$ cat src/logic/pwm_time_base_params.svh
// Purpose: Offsets, field positions, reset values and counts of the PWM time base.
// Assumes: Included by the package and the testbench.
// Notes: Byte offsets on the AHB-Lite register bus.
`ifndef PWM_TIME_BASE_PARAMS_SVH
`define PWM_TIME_BASE_PARAMS_SVH

`define OFS_CONTROL 8'h00
`define OFS_COUNT 8'h04
`define OFS_PERIOD 8'h08
`define OFS_IRQ_STATUS 8'h0C
`define OFS_IRQ_MASK 8'h10

`define CTL_ON_BIT 15
`define CTL_POST_LSB 4
`define CTL_PRE_LSB 2
`define CTL_MODE_LSB 0
`define CNT_DIR_BIT 15

`define MODE_FREE 2'h0
`define MODE_SINGLE 2'h1
`define MODE_UPDOWN 2'h2
`define MODE_DOUBLE 2'h3

`define PRE_LIM_1 6'h00
`define PRE_LIM_4 6'h03
`define PRE_LIM_16 6'h0F
`define PRE_LIM_64 6'h3F

`define RST_COUNT 15'h0000
`define RST_PERIOD 15'h0000
`define RST_CTL 16'h0000
`define RST_IRQ 1'h0

`endif

$ cat src/logic/pwm_time_base_pkg.sv
// Purpose: Types shared by the PWM time base.
// Assumes: Constants come from the params header.
// Notes: Mode codes are the two-bit mode select values.
`include "pwm_time_base_params.svh"

package pwm_time_base_pkg;

  typedef enum logic [1:0] {
    MODE_FREE = `MODE_FREE,
    MODE_SINGLE = `MODE_SINGLE,
    MODE_UPDOWN = `MODE_UPDOWN,
    MODE_DOUBLE = `MODE_DOUBLE
  } tb_mode_t;

  typedef struct packed {
    logic on;
    logic [3:0] post_sel;
    logic [1:0] pre_sel;
    tb_mode_t mode;
  } ctl_t;

  typedef struct packed {
    ctl_t ctl;
    logic [14:0] count;
    logic dir;
    logic [14:0] per_buf;
    logic [14:0] per_act;
    logic [5:0] presc;
    logic [3:0] post;
    logic event_p;
    logic stat;
    logic mask;
    logic a_sel;
    logic a_write;
    logic [7:0] a_addr;
    logic [31:0] rdata;
  } state_t;

endpackage : pwm_time_base_pkg

$ cat src/logic/pwm_time_base.sv
// Purpose: PWM time base with prescaler, postscaler, period and four count modes.
// Assumes: Single AHB-Lite slave, zero wait states, OKAY responses only.
// Notes: All state lives in one packed struct registered in one process.
//   Register map, one word each: control, count, period buffer, status, mask.
//   Control holds the enable in bit 15, postscale in 7:4, prescale in 3:2, mode in 1:0.
//   Count holds the value in 14:0 and the read-only direction in bit 15.
//   Status bit 0 is set by each event and cleared by writing a one.
//   Only address bits 7:2 are decoded, so the map repeats every 256 bytes.
`timescale 1ns/1ps

// Functional notes
// - 15-bit counter behind a prescaler, postscaled match, count register readable and writable.
// - Count bit 15 reads the direction, one while counting down.
// - Time base on runs the counter; clearing it keeps the count.
// - Count equal to period resets or reverses on the next counter clock.
// - Zero period stops counting and suppresses all events.
// - A zero active period is never reloaded while the time base runs.
// - Mode select: 00 free, 01 single-shot, 10 up/down, 11 double update.
// - Free mode counts up, resets to zero after match, repeats while on.
// - Free mode raises a postscaled event at each match reset.
// - Single-shot counts up, resets after match and hardware clears time base on.
// - Single-shot raises one event at that reset, postscaler ignored.
// - Up/down modes count up to match, then down, direction flag set.
// - Mode 10 raises a postscaled event when count reaches zero and turns up.
// - Event generation depends on mode select, and on postscale select in modes 00 and 10 only.
// - Mode 11 raises events at zero and at period match, postscaler ignored.
// - Prescale 1, 4, 16 or 64; cleared by count or control writes and reset.
// - Postscale 1 to 16; cleared by count or control writes and reset.
// - Period double-buffered, loaded at the mode's reload instant or when disabled.
module pwm_time_base
  import pwm_time_base_pkg::*;
(
  // Clock and reset.
  input wire logic hclk,
  input wire logic hresetn,
  // AHB-Lite slave.
  input wire logic hsel,
  input wire logic [31:0] haddr,
  input wire logic [1:0] htrans,
  input wire logic hwrite,
  input wire logic [2:0] hsize,
  input wire logic [31:0] hwdata,
  input wire logic hready,
  output logic hreadyout,
  output logic hresp,
  output logic [31:0] hrdata,
  // Time-base status and events.
  output logic count_down_flag,
  output logic tb_event,
  output logic irq
);

  state_t q;
  state_t d;

  // Reset image of the whole state, built from the reset values.
  localparam state_t rst_state = '{
    ctl: '{on: 1'b0, post_sel: 4'h0, pre_sel: 2'h0, mode: MODE_FREE},
    count: `RST_COUNT,
    dir: 1'b0,
    per_buf: `RST_PERIOD,
    per_act: `RST_PERIOD,
    presc: 6'h00,
    post: 4'h0,
    event_p: `RST_IRQ,
    stat: `RST_IRQ,
    mask: `RST_IRQ,
    a_sel: 1'b0,
    a_write: 1'b0,
    a_addr: 8'h00,
    rdata: 32'h0000_0000
  };

  // Terminal count of the prescaler for each selection.
  function automatic logic [5:0] pre_limit(input logic [1:0] sel);
    logic [5:0] lim;
    lim = `PRE_LIM_1;
    unique case (sel)
      2'h0: lim = `PRE_LIM_1;
      2'h1: lim = `PRE_LIM_4;
      2'h2: lim = `PRE_LIM_16;
      2'h3: lim = `PRE_LIM_64;
    endcase
    return lim;
  endfunction : pre_limit

  // Both up/down modes share the turn-around and zero-event logic.
  function automatic logic is_updown(input tb_mode_t m);
    return (m == MODE_UPDOWN) || (m == MODE_DOUBLE);
  endfunction : is_updown

  // Next count one step up or down; the counter wraps within its 15 bits.
  function automatic logic [14:0] count_step(input logic [14:0] c, input logic down);
    logic [14:0] n;
    n = down ? c - 15'h0001 : c + 15'h0001;
    return n;
  endfunction : count_step

  // True in the data phase of a write to the register at the given offset.
  function automatic logic wr_hit(input state_t s, input logic [7:0] ofs);
    return s.a_sel && s.a_write && (s.a_addr == ofs);
  endfunction : wr_hit

  // Control fields as they sit in a written word.
  function automatic ctl_t ctl_from_word(input logic [31:0] w);
    ctl_t c;
    c.on = w[`CTL_ON_BIT];
    c.post_sel = w[`CTL_POST_LSB +: 4];
    c.pre_sel = w[`CTL_PRE_LSB +: 2];
    c.mode = tb_mode_t'(w[`CTL_MODE_LSB +: 2]);
    return c;
  endfunction : ctl_from_word

  // Control fields placed in a read word; unused bits read as zero.
  function automatic logic [31:0] ctl_to_word(input ctl_t c);
    logic [31:0] w;
    w = 32'h0000_0000;
    w[`CTL_ON_BIT] = c.on;
    w[`CTL_POST_LSB +: 4] = c.post_sel;
    w[`CTL_PRE_LSB +: 2] = c.pre_sel;
    w[`CTL_MODE_LSB +: 2] = c.mode;
    return w;
  endfunction : ctl_to_word

  // Count word: the value in the low bits and the direction on top.
  function automatic logic [31:0] count_word(input logic [14:0] c, input logic down);
    logic [31:0] w;
    w = 32'h0000_0000;
    w[14:0] = c;
    w[`CNT_DIR_BIT] = down;
    return w;
  endfunction : count_word

  // Read value of a register in a given state.
  function automatic logic [31:0] read_reg(input state_t s, input logic [7:0] addr);
    logic [31:0] r;
    r = 32'h0000_0000;
    unique case (addr)
      `OFS_CONTROL: begin
        r = ctl_to_word(s.ctl);
      end
      `OFS_COUNT: begin
        r = count_word(s.count, s.dir);
      end
      `OFS_PERIOD: begin
        r[14:0] = s.per_buf;
      end
      `OFS_IRQ_STATUS: begin
        r[0] = s.stat;
      end
      `OFS_IRQ_MASK: begin
        r[0] = s.mask;
      end
      default: begin
        r = 32'h0000_0000;
      end
    endcase
    return r;
  endfunction : read_reg

  logic tick;
  logic running;
  logic match;
  logic raw_post;
  logic direct_ev;
  logic post_ev;
  logic reload;
  logic wr_ctl;
  logic wr_cnt;
  logic wr_per;
  logic wr_stat;
  logic wr_mask;
  logic down_now;
  logic addr_go;
  logic [7:0] addr_word;

  always_comb begin
    d = q;
    d.event_p = 1'b0;
    tick = 1'b0;
    match = 1'b0;
    raw_post = 1'b0;
    direct_ev = 1'b0;
    post_ev = 1'b0;
    reload = 1'b0;
    down_now = 1'b0;
    addr_go = 1'b0;
    addr_word = 8'h00;

    // Data-phase write decode.
    wr_ctl = wr_hit(q, `OFS_CONTROL);
    wr_cnt = wr_hit(q, `OFS_COUNT);
    wr_per = wr_hit(q, `OFS_PERIOD);
    wr_stat = wr_hit(q, `OFS_IRQ_STATUS);
    wr_mask = wr_hit(q, `OFS_IRQ_MASK);

    // The prescaler and counter stand still unless enabled with a nonzero
    // active period.
    // run gate
    running = q.ctl.on && (q.per_act != 15'h0000);

    // Free-running and single-shot only ever count up. A direction left
    // over from an up/down run is dropped here, so that a mode change made
    // while descending cannot leave the counter walking down past zero.
    down_now = q.dir && is_updown(q.ctl.mode);
    if (!is_updown(q.ctl.mode)) begin
      d.dir = 1'b0;
    end

    if (running) begin
      if (q.presc == pre_limit(q.ctl.pre_sel)) begin
        d.presc = 6'h00;
        tick = 1'b1;
      end else begin
        d.presc = q.presc + 6'h01;
      end
    end

    // A period of one in double-update mode gives events on two ticks of every three;
    // software is expected to avoid it.
    // period compare
    match = (q.count == q.per_act);

    if (tick) begin
      if (!down_now) begin
        if (match) begin
          unique case (q.ctl.mode)
            MODE_FREE: begin
              d.count = 15'h0000;
              raw_post = 1'b1;
              reload = 1'b1;
            end
            MODE_SINGLE: begin
              d.count = 15'h0000;
              d.ctl.on = 1'b0;
              direct_ev = 1'b1;
              reload = 1'b1;
            end
            MODE_UPDOWN: begin
              d.dir = 1'b1;
              d.count = count_step(q.count, 1'b1);
            end
            MODE_DOUBLE: begin
              d.dir = 1'b1;
              d.count = count_step(q.count, 1'b1);
              direct_ev = 1'b1;
            end
          endcase
        end else begin
          d.count = count_step(q.count, 1'b0);
        end
      end else begin
        if (q.count <= 15'h0001) begin
          // Reaching zero turns the counter upward. A step from one lands on
          // zero and turns in the same tick, so zero is held for one tick.
          d.count = 15'h0000;
          d.dir = 1'b0;
          reload = 1'b1;
          if (q.ctl.mode == MODE_DOUBLE) begin
            direct_ev = 1'b1;
          end else begin
            raw_post = 1'b1;
          end
        end else begin
          d.count = count_step(q.count, 1'b1);
        end
      end
    end

    // Free-running and mode 10 events are thinned here; single-shot and
    // double-update events bypass the postscaler.
    // postscaler divide
    if (raw_post) begin
      if (q.post == q.ctl.post_sel) begin
        d.post = 4'h0;
        post_ev = 1'b1;
      end else begin
        d.post = q.post + 4'h1;
      end
    end

    d.event_p = direct_ev || post_ev;

    // While the time base is off the buffer copies through every cycle, so
    // the first period after enabling is always the newest one written.
    // period reload
    if (!q.ctl.on || (reload && (q.per_act != 15'h0000))) begin
      d.per_act = q.per_buf;
    end

    // Software writes take effect after the counter step, so a count or
    // control write wins a tie with the hardware, the single-shot clear of
    // the enable included.
    if (wr_ctl) begin
      d.ctl = ctl_from_word(hwdata);
    end
    if (wr_cnt) begin
      d.count = hwdata[14:0];
    end
    if (wr_ctl || wr_cnt) begin
      d.presc = 6'h00;
      d.post = 4'h0;
    end
    if (wr_per) begin
      d.per_buf = hwdata[14:0];
    end
    if (wr_mask) begin
      d.mask = hwdata[0];
    end

    // Events keep setting status while masked, so unmasking later still
    // reports them on the interrupt line.
    // A new event wins over a simultaneous write-one clear.
    d.stat = (q.stat && !(wr_stat && hwdata[0])) || d.event_p;

    // Address phase capture. Read data is taken from the next state, so a
    // read right behind a write to the same register already sees the new
    // value. A write leaves the read data alone, which keeps it standing
    // until the next read is taken. An idle cycle with hready high ends
    // the data phase; with hready low the previous capture is kept.
    addr_go = hsel && hready && htrans[1];
    addr_word = {haddr[7:2], 2'b00};
    if (addr_go) begin
      d.a_sel = 1'b1;
      d.a_write = hwrite;
      d.a_addr = addr_word;
      if (!hwrite) begin
        d.rdata = read_reg(d, addr_word);
      end
    end else if (hready) begin
      d.a_sel = 1'b0;
      d.a_write = 1'b0;
    end
  end

  // Asynchronous reset loads the reset image; nothing else is gated.
  always_ff @(posedge hclk or negedge hresetn) begin
    if (!hresetn) begin
      q <= rst_state;
    end else begin
      q <= d;
    end
  end

  // The slave never stretches a transfer and always answers OKAY.
  assign hreadyout = 1'b1;
  assign hresp = 1'b0;
  assign hrdata = q.rdata;
  assign count_down_flag = q.dir;
  assign tb_event = q.event_p;
  assign irq = q.stat && q.mask;

endmodule : pwm_time_base

$ cat config.mk
export PLATFORM = sky130hd
export DESIGN_NAME = pwm_time_base
export DESIGN_NICKNAME = d
export VERILOG_FILES = /design/src/logic/pwm_time_base_pkg.sv /design/src/logic/pwm_time_base.sv
export VERILOG_INCLUDE_DIRS = /design/src /design/src/logic
export SDC_FILE = /design/constraint.sdc
export NUM_CORES = 1
export LEC_CHECK = 0
export BUFFER_PORTS_ARGS = -buffer_cell sky130_fd_sc_hd__buf_2
export CAP_MARGIN = 20
export CORE_MARGIN = 2
export CORE_UTILIZATION = 55
export DETAILED_ROUTE_END_ITERATION = 8
export PLACE_DENSITY = 0.78
export SLEW_MARGIN = 10
export SYNTH_ARGS = -nofsm -noshare
export SYNTH_HDL_FRONTEND = slang
export SYNTH_SLANG_ARGS = --single-unit
$ cat constraint.sdc
create_clock -name hclk -period 3.9 [get_ports hclk]
set_clock_uncertainty 0.05 [all_clocks]
set_input_delay 0.975 -clock hclk [delete_from_list [all_inputs] [get_ports hclk]]
set_output_delay 0.975 -clock hclk [all_outputs]
set_load 0.01 [all_outputs]
==> metrics.csv, run 1 <==
metric;value;unit
die height;104;um
vias in the first global route;4293;
number of routed nets with antenna violations;0;
Worst-Skew Late Latency;0.38;ns
initial antenna violation count;0;
Peak VDD IR;0.221;mV
CP Launch Type;flop;
sequential area share after synthesis;41.7;%
Slew HR;33.7;%
first drt pass iteration count;5;
status;finished, final reports clean;
area occupied by multi-input gates;0.00283;sq mm
GRT Util Overall;26.2;%
IO Count;111;
GPL Wtd Cong;1.00;
Gate Count Post-Synth;552;
PwrDens;452;mW/mm^2
Site Rows;36;
Hold Vio Cnt, Final;0;
Top FF cell, synth;dfrtp_1;
Max Slew Vio Count;0;
CTS Buffer Depth;2;
post-synth top area share;41.7;%
RSZ-0062 raised after global routing;no;
share of cells above drive strength 1;23.5;%
Reg clk slew, reported paths;0.09;ns
fmax;327;MHz
Via density;6.08;
Die ar.;0.0108;sq mm
Initial Util;56.5;%
width of the die;104;um
final worst-path cycle share;78.3;%
Max Cap Violations;0;
P&R area growth vs syn;6.64;%
first-pass GRT wire length;22400;um
H-tree Lvls;3;
cts repair resizes;0;
Post-synth EDFFs;0;
drt initial violations;239;
Synth cell types;71;
fillers;844;
count leader, synth;dfrtp_1;
static leakage;2.73;nW
TritonCTS clock tree;yes;
via count;4308;
final setup fails;0;
CTS Buf Count;9;
critical path start-end classification;reg -> reg;
Tightest Pin Transition;0.995;ns
Port Buffers;46;
Total Wirelength;13600;um
dpl hpwl;9970;um
Residual DRC;0;
Final #Nets;649;
Seq cells post-synth;92;
critical path arrival;3.27;ns
core area;0.00977;sq mm
Synth async-reset ratio;100;%
Yosys top cell by area;dfrtp_1;
CP required;4.11;ns
total number of yosys warnings;0;
top cells by count, synth;dfrtp_1, mux2_2, nand2_1;
Mapped Area;0.00552;sq mm
Fin Setup TNS;0;ns
# hold bufs at CTS;0;
post-CTS setup buffer count;0;
largest net degree at the start of global routing;39;
placed insts;692;
syn_area_per_cell;10.0;sq um
FF/Latch Area;0.00230;sq mm
WL per Instance;19.1;um
fin crit period;3.05;ns
clock sink count;92;
Crit Path Max Fanout;11;
Worst setup EP type;flop;
Remaining Overflow, GRT;0;
Finished Layout Cells;708;
# diodes;0;
root buf cell;clkbuf_8;
HP Class;reg -> reg;
synth top area cells;dfrtp_1, mux2_2, buf_4, xnor2_1, nand2_1;
==> power by group <==
| group | internal [mW] | switching [mW] |
|---|---|---|
| logic | 0.309 | 0.351 |
| registers | 1.06 | 0.238 |
| clock network | 0.353 | 0.345 |
| total | 1.73 | 0.934 |
==> per-layer routing <==
metal  part of all wire, %  vias to the layer above  global-route usage [%]
li1                      -                     1987                       -
met1                    45                     2150                    35.5
met2                    48                      148                    43.0
met3                   4.9                       23                    3.26
met4                   2.3                        0                    10.5
met5                     0                        -                       0
==> flip-flops by register name, indices dropped and copies added, names as in the netlist <==
register / flops
count_down_flag: 1
q: 74
hrdata: 16
tb_event: 1
==> worst max-delay path, stage by stage (launching register included) <==
cell and delay, ns:
dfrtp_1 0.54, nor4_1 0.39, o2111ai_1 0.24, o21ba_1 0.27
a31oi_1 0.54, buf_4 0.25, o22ai_1 0.09, a31o_2 0.27
a221o_1 0.31
==> path summary, 6_finish.rpt <==
| kind | from | end | slack, ns | cells past startpoint |
|---|---|---|---|---|
| max | q[88] | hrdata[11] | 0.85 | 8 |
| min | hrdata[4] | hrdata[4] | 0.45 | 2 |
| max reg2reg | q[88] | hrdata[11] | 0.85 | 8 |
| min reg2reg | hrdata[4] | hrdata[4] | 0.45 | 2 |
| max in group asynchronous | hresetn | q[62] | 2.52 | 2 |
| min in group asynchronous | hresetn | hrdata[9] | 0.51 | 1 |
==> stage by stage <==
stage / utilization (%) / setup WS [ns] / area (sq um) / power [mW] / hold WS [ns]
after floorplan: - / 1.12 / 5580 / 1.81 / 0.401
after global placement: 57.9 / 0.885 / 5660 / 1.94 / 0.413
after detailed placement: 57.9 / 0.879 / 5660 / 1.96 / 0.434
after CTS: 60.2 / 0.872 / 5880 / 2.66 / 0.456
after global routing: 60.2 / 0.688 / 5880 / 2.81 / 0.479
final: 60.2 / 0.845 / 5880 / 2.66 / 0.451
==> cell type report <==
type                    count  area share [%]
multi-input cells         397            48.1
repair buffers             58            5.49
clock buffers              12            2.81
well taps                 133            2.83
inverters                  12           0.765
flip-flops and latches     92            39.1
clock inverters             4           0.936
==> layout by cell type, fill, tap and decap left out, types with 6 or more instances in the layout <==
master,count
and3_1,8
nor3_1,13
and2_1,11
buf_2,45
o21ai_0,16
nand3_1,19
conb_1,18
dfrtp_1,92
nand2_1,38
clkbuf_8,12
a21oi_1,22
a221o_1,13
or4_1,6
nor2_1,32
or3_1,7
mux2i_1,9
mux2_2,49
buf_4,13
nor2b_1,6
inv_1,12
xnor2_1,19
nor4_1,6
xor2_1,11
==> kinds of logic after synthesis <==
| kind of cell | Yosys count | share of synthesized area, % |
|---|---|---|
| AO/OA/AOI/OAI | 112 | 15.4 |
| XOR/XNOR | 30 | 4.76 |
| adder cells (fa/ha/maj) | 5 | 1.13 |
| buffers and inverters | 79 | 8.12 |
| flip-flops | 92 | 41.7 |
| multiplexers | 58 | 11.6 |
| other | 2 | 0.136 |
| AND/OR/NAND/NOR | 174 | 17.1 |
Power figures use the tool's default switching activity.
==> run 2: changes to the inputs <==
- clock period: 3.9 -> 2.9 ns (I/O delays scaled with it)
==> run 2 against run 1 <==
Final cell count up 5.2%. Critical path depth grew 1. Clock power rose by 27%. Setup slack got worse by 0.77 ns. Global-route usage up 1.3 points. Count of clock-buffer cells in the layout shrank 3. Critical endpoint is now hrdata[13].
==> metrics.csv, run 2 (same netlist as run 1, synthesis figures left out) <==
metric;value;unit;change
GRT Util Overall;27.5;%;+1.3 points
Residual DRC;0;;unchanged
Comb power frac;30.7;%;+5.9 points
fillers;830;;-1.7%
Final WS setup;0.0707;ns;-0.775 ns
Worst setup EP type;flop;;
vias in the first global route;4451;;+3.7%
dpl hpwl;10900;um;+9.6%
CP most frequent cell;a221o_1;;
GPL Wtd Cong;0.938;;-6.5%
PwrDens;604;mW/mm^2;+33%
Clk pwr share;23.7;%;-2.5 points
Tightest Pin Transition;0.602;ns;-0.393 ns
Max Cap Violations;0;;unchanged
critical path start-end classification;reg -> reg;;
Top reg by flops;q;;
Total Wirelength;14600;um;+7.4%
initial antenna violation count;0;;unchanged
Remaining Overflow, GRT;0;;unchanged
Final #Nets;686;;+5.7%
final setup fails;0;;unchanged
CTS Buffer Depth;2;;unchanged
static leakage;2.90;nW;+6.3%
finished layout cell area;0.00621;sq mm;+5.6%
status;finished, final reports clean;;
Hold Vio Cnt, Final;0;;unchanged
width of the die;104;um;unchanged
WL per Instance;19.5;um;+2.1%
clock sink count;92;;unchanged
Port Buffers;46;;unchanged
Die ar.;0.0108;sq mm;unchanged
critical path cell sequence;xnor2_1 > nand4_1 > nor4_4 > buf_6 > a31oi_2 > or4_1 > a211oi_1 > a221o_1 > a221o_1;;
Worst-Skew Late Latency;0.37;ns;about the same
fin crit period;2.83;ns;-0.225 ns
die height;104;um;unchanged
share of cells above drive strength 1;30.6;%;+7.1 points
drt initial violations;301;;+26%
Internal;2.40;mW;+39%
via count;4505;;+4.6%
FF-to-FF path depth;9;;+1
CTS Buf Count;9;;unchanged
sw frac;36.0;%;+0.87 points
commonest non-fill, non-tap cell in the layout;dfrtp_1;;
CP Launch Type;flop;;
placed instance area;0.00589;sq mm;+4.1%
largest net degree at the start of global routing;41;;+5.1%
core area;0.00977;sq mm;unchanged
most frequent cells in the layout;dfrtp_1, mux2_2, buf_4;;
Fin Setup TNS;0;ns;unchanged
root buf cell;clkbuf_8;;
P&R area growth vs syn;12.6;%;
TritonCTS clock tree;yes;;
CP max-delay cell;or4_1;;
Via density;6.05;;-0.62%
critical path arrival;3.10;ns;-0.17 ns
first drt pass iteration count;5;;unchanged
P_sw;1.35;mW;+44%
Seq pwr share;45.6;%;-3.4 points
Initial Util;56.5;%;unchanged
Site Rows;36;;unchanged
Slew HR;59.9;%;+26 points
first-pass GRT wire length;23500;um;+4.6%
final worst-path cycle share;97.6;%;+19 points
Max Slew Vio Count;0;;unchanged
CP required;3.17;ns;-0.94 ns
dpl ws;0.0313;ns;-0.848 ns
Peak VDD IR;0.326;mV;+48%
number of routed nets with antenna violations;0;;unchanged
Crit Path Max Fanout;14;;+3
Reg clk slew, reported paths;0.10;ns;about the same
# diodes;0;;unchanged
HP Class;in -> async;;
fmax;353;MHz;+8.0%
IO Count;111;;unchanged
largest stage delay on the critical path;0.51;ns;-0.03 ns
H-tree Lvls;3;;unchanged
max FFs per register;74;;unchanged
-- run 2: what timing repair did --
action,in CTS,in global routing
resized for setup,0,18
hold buffers,0,0
endpoints found under the setup margin,0,12
setup buffers,0,8
-- run 2: final timing paths --
| kind | start | endpoint | slack (ns) |
|---|---|---|---|
| setup / recovery | q[99] | hrdata[13] | 0.07 |
| hold / removal | hresetn | hrdata[10] | 0.21 |
| setup reg to reg | q[99] | hrdata[13] | 0.07 |
| hold reg to reg | hrdata[4] | hrdata[4] | 0.44 |
| max in group asynchronous | hresetn | q[86] | 1.87 |
| min in group hclk | hrdata[4] | hrdata[4] | 0.44 |
-- run 2: metrics by stage --
stage / cells / util, % / hold WS [ns] / total power, mW
3_5_place_dp: 721 / 60.3 / 0.423 / 2.77
6_report: 745 / 63.6 / 0.205 / 3.75
4_1_cts: 737 / 62.3 / 0.215 / 3.65
2_1_floorplan: 568 / - / 0.379 / 2.44
5_1_grt: 745 / 63.6 / 0.232 / 3.94
3_3_place_gp: 721 / 60.3 / 0.411 / 2.73
-- run 2: power by group through the flow --
stage	logic, mW	clock network (mW)	registers [mW]
global route	1.26	0.955	1.73
detailed placement	1.04	0	1.73
floorplan	0.900	0	1.54
global placement	1.01	0	1.72
finish	1.15	0.889	1.71
CTS	1.05	0.898	1.70
-- run 2: final cells by class --
type | count | area [sq um] | share of cell area [%]
timing repair buffer | 95 | 617 | 9.93
clock inverter | 7 | 75.1 | 1.21
tap | 133 | 166 | 2.68
clock buffer | 9 | 124 | 1.99
inverter | 12 | 45.0 | 0.725
multi-input combinational | 397 | 2880 | 46.3
sequential | 92 | 2310 | 37.2
-- run 2: critical path: cells and delay by family (launching register included) --
kind / cells / cell delay (ns)
buf+inv: 1 / 0.22
compound gates: 4 / 0.66
xor+xnor: 1 / 0.24
flops: 1 / 0.47
simple gates: 3 / 1.11
-- run 2: layer usage --
layer,part of all wire (%),vias up,global-route usage [%]
met5,0,-,0
met4,2.8,0,10.3
met3,4.9,29,4.32
met2,48,163,45.2
met1,44,2246,36.9
li1,-,2067,-
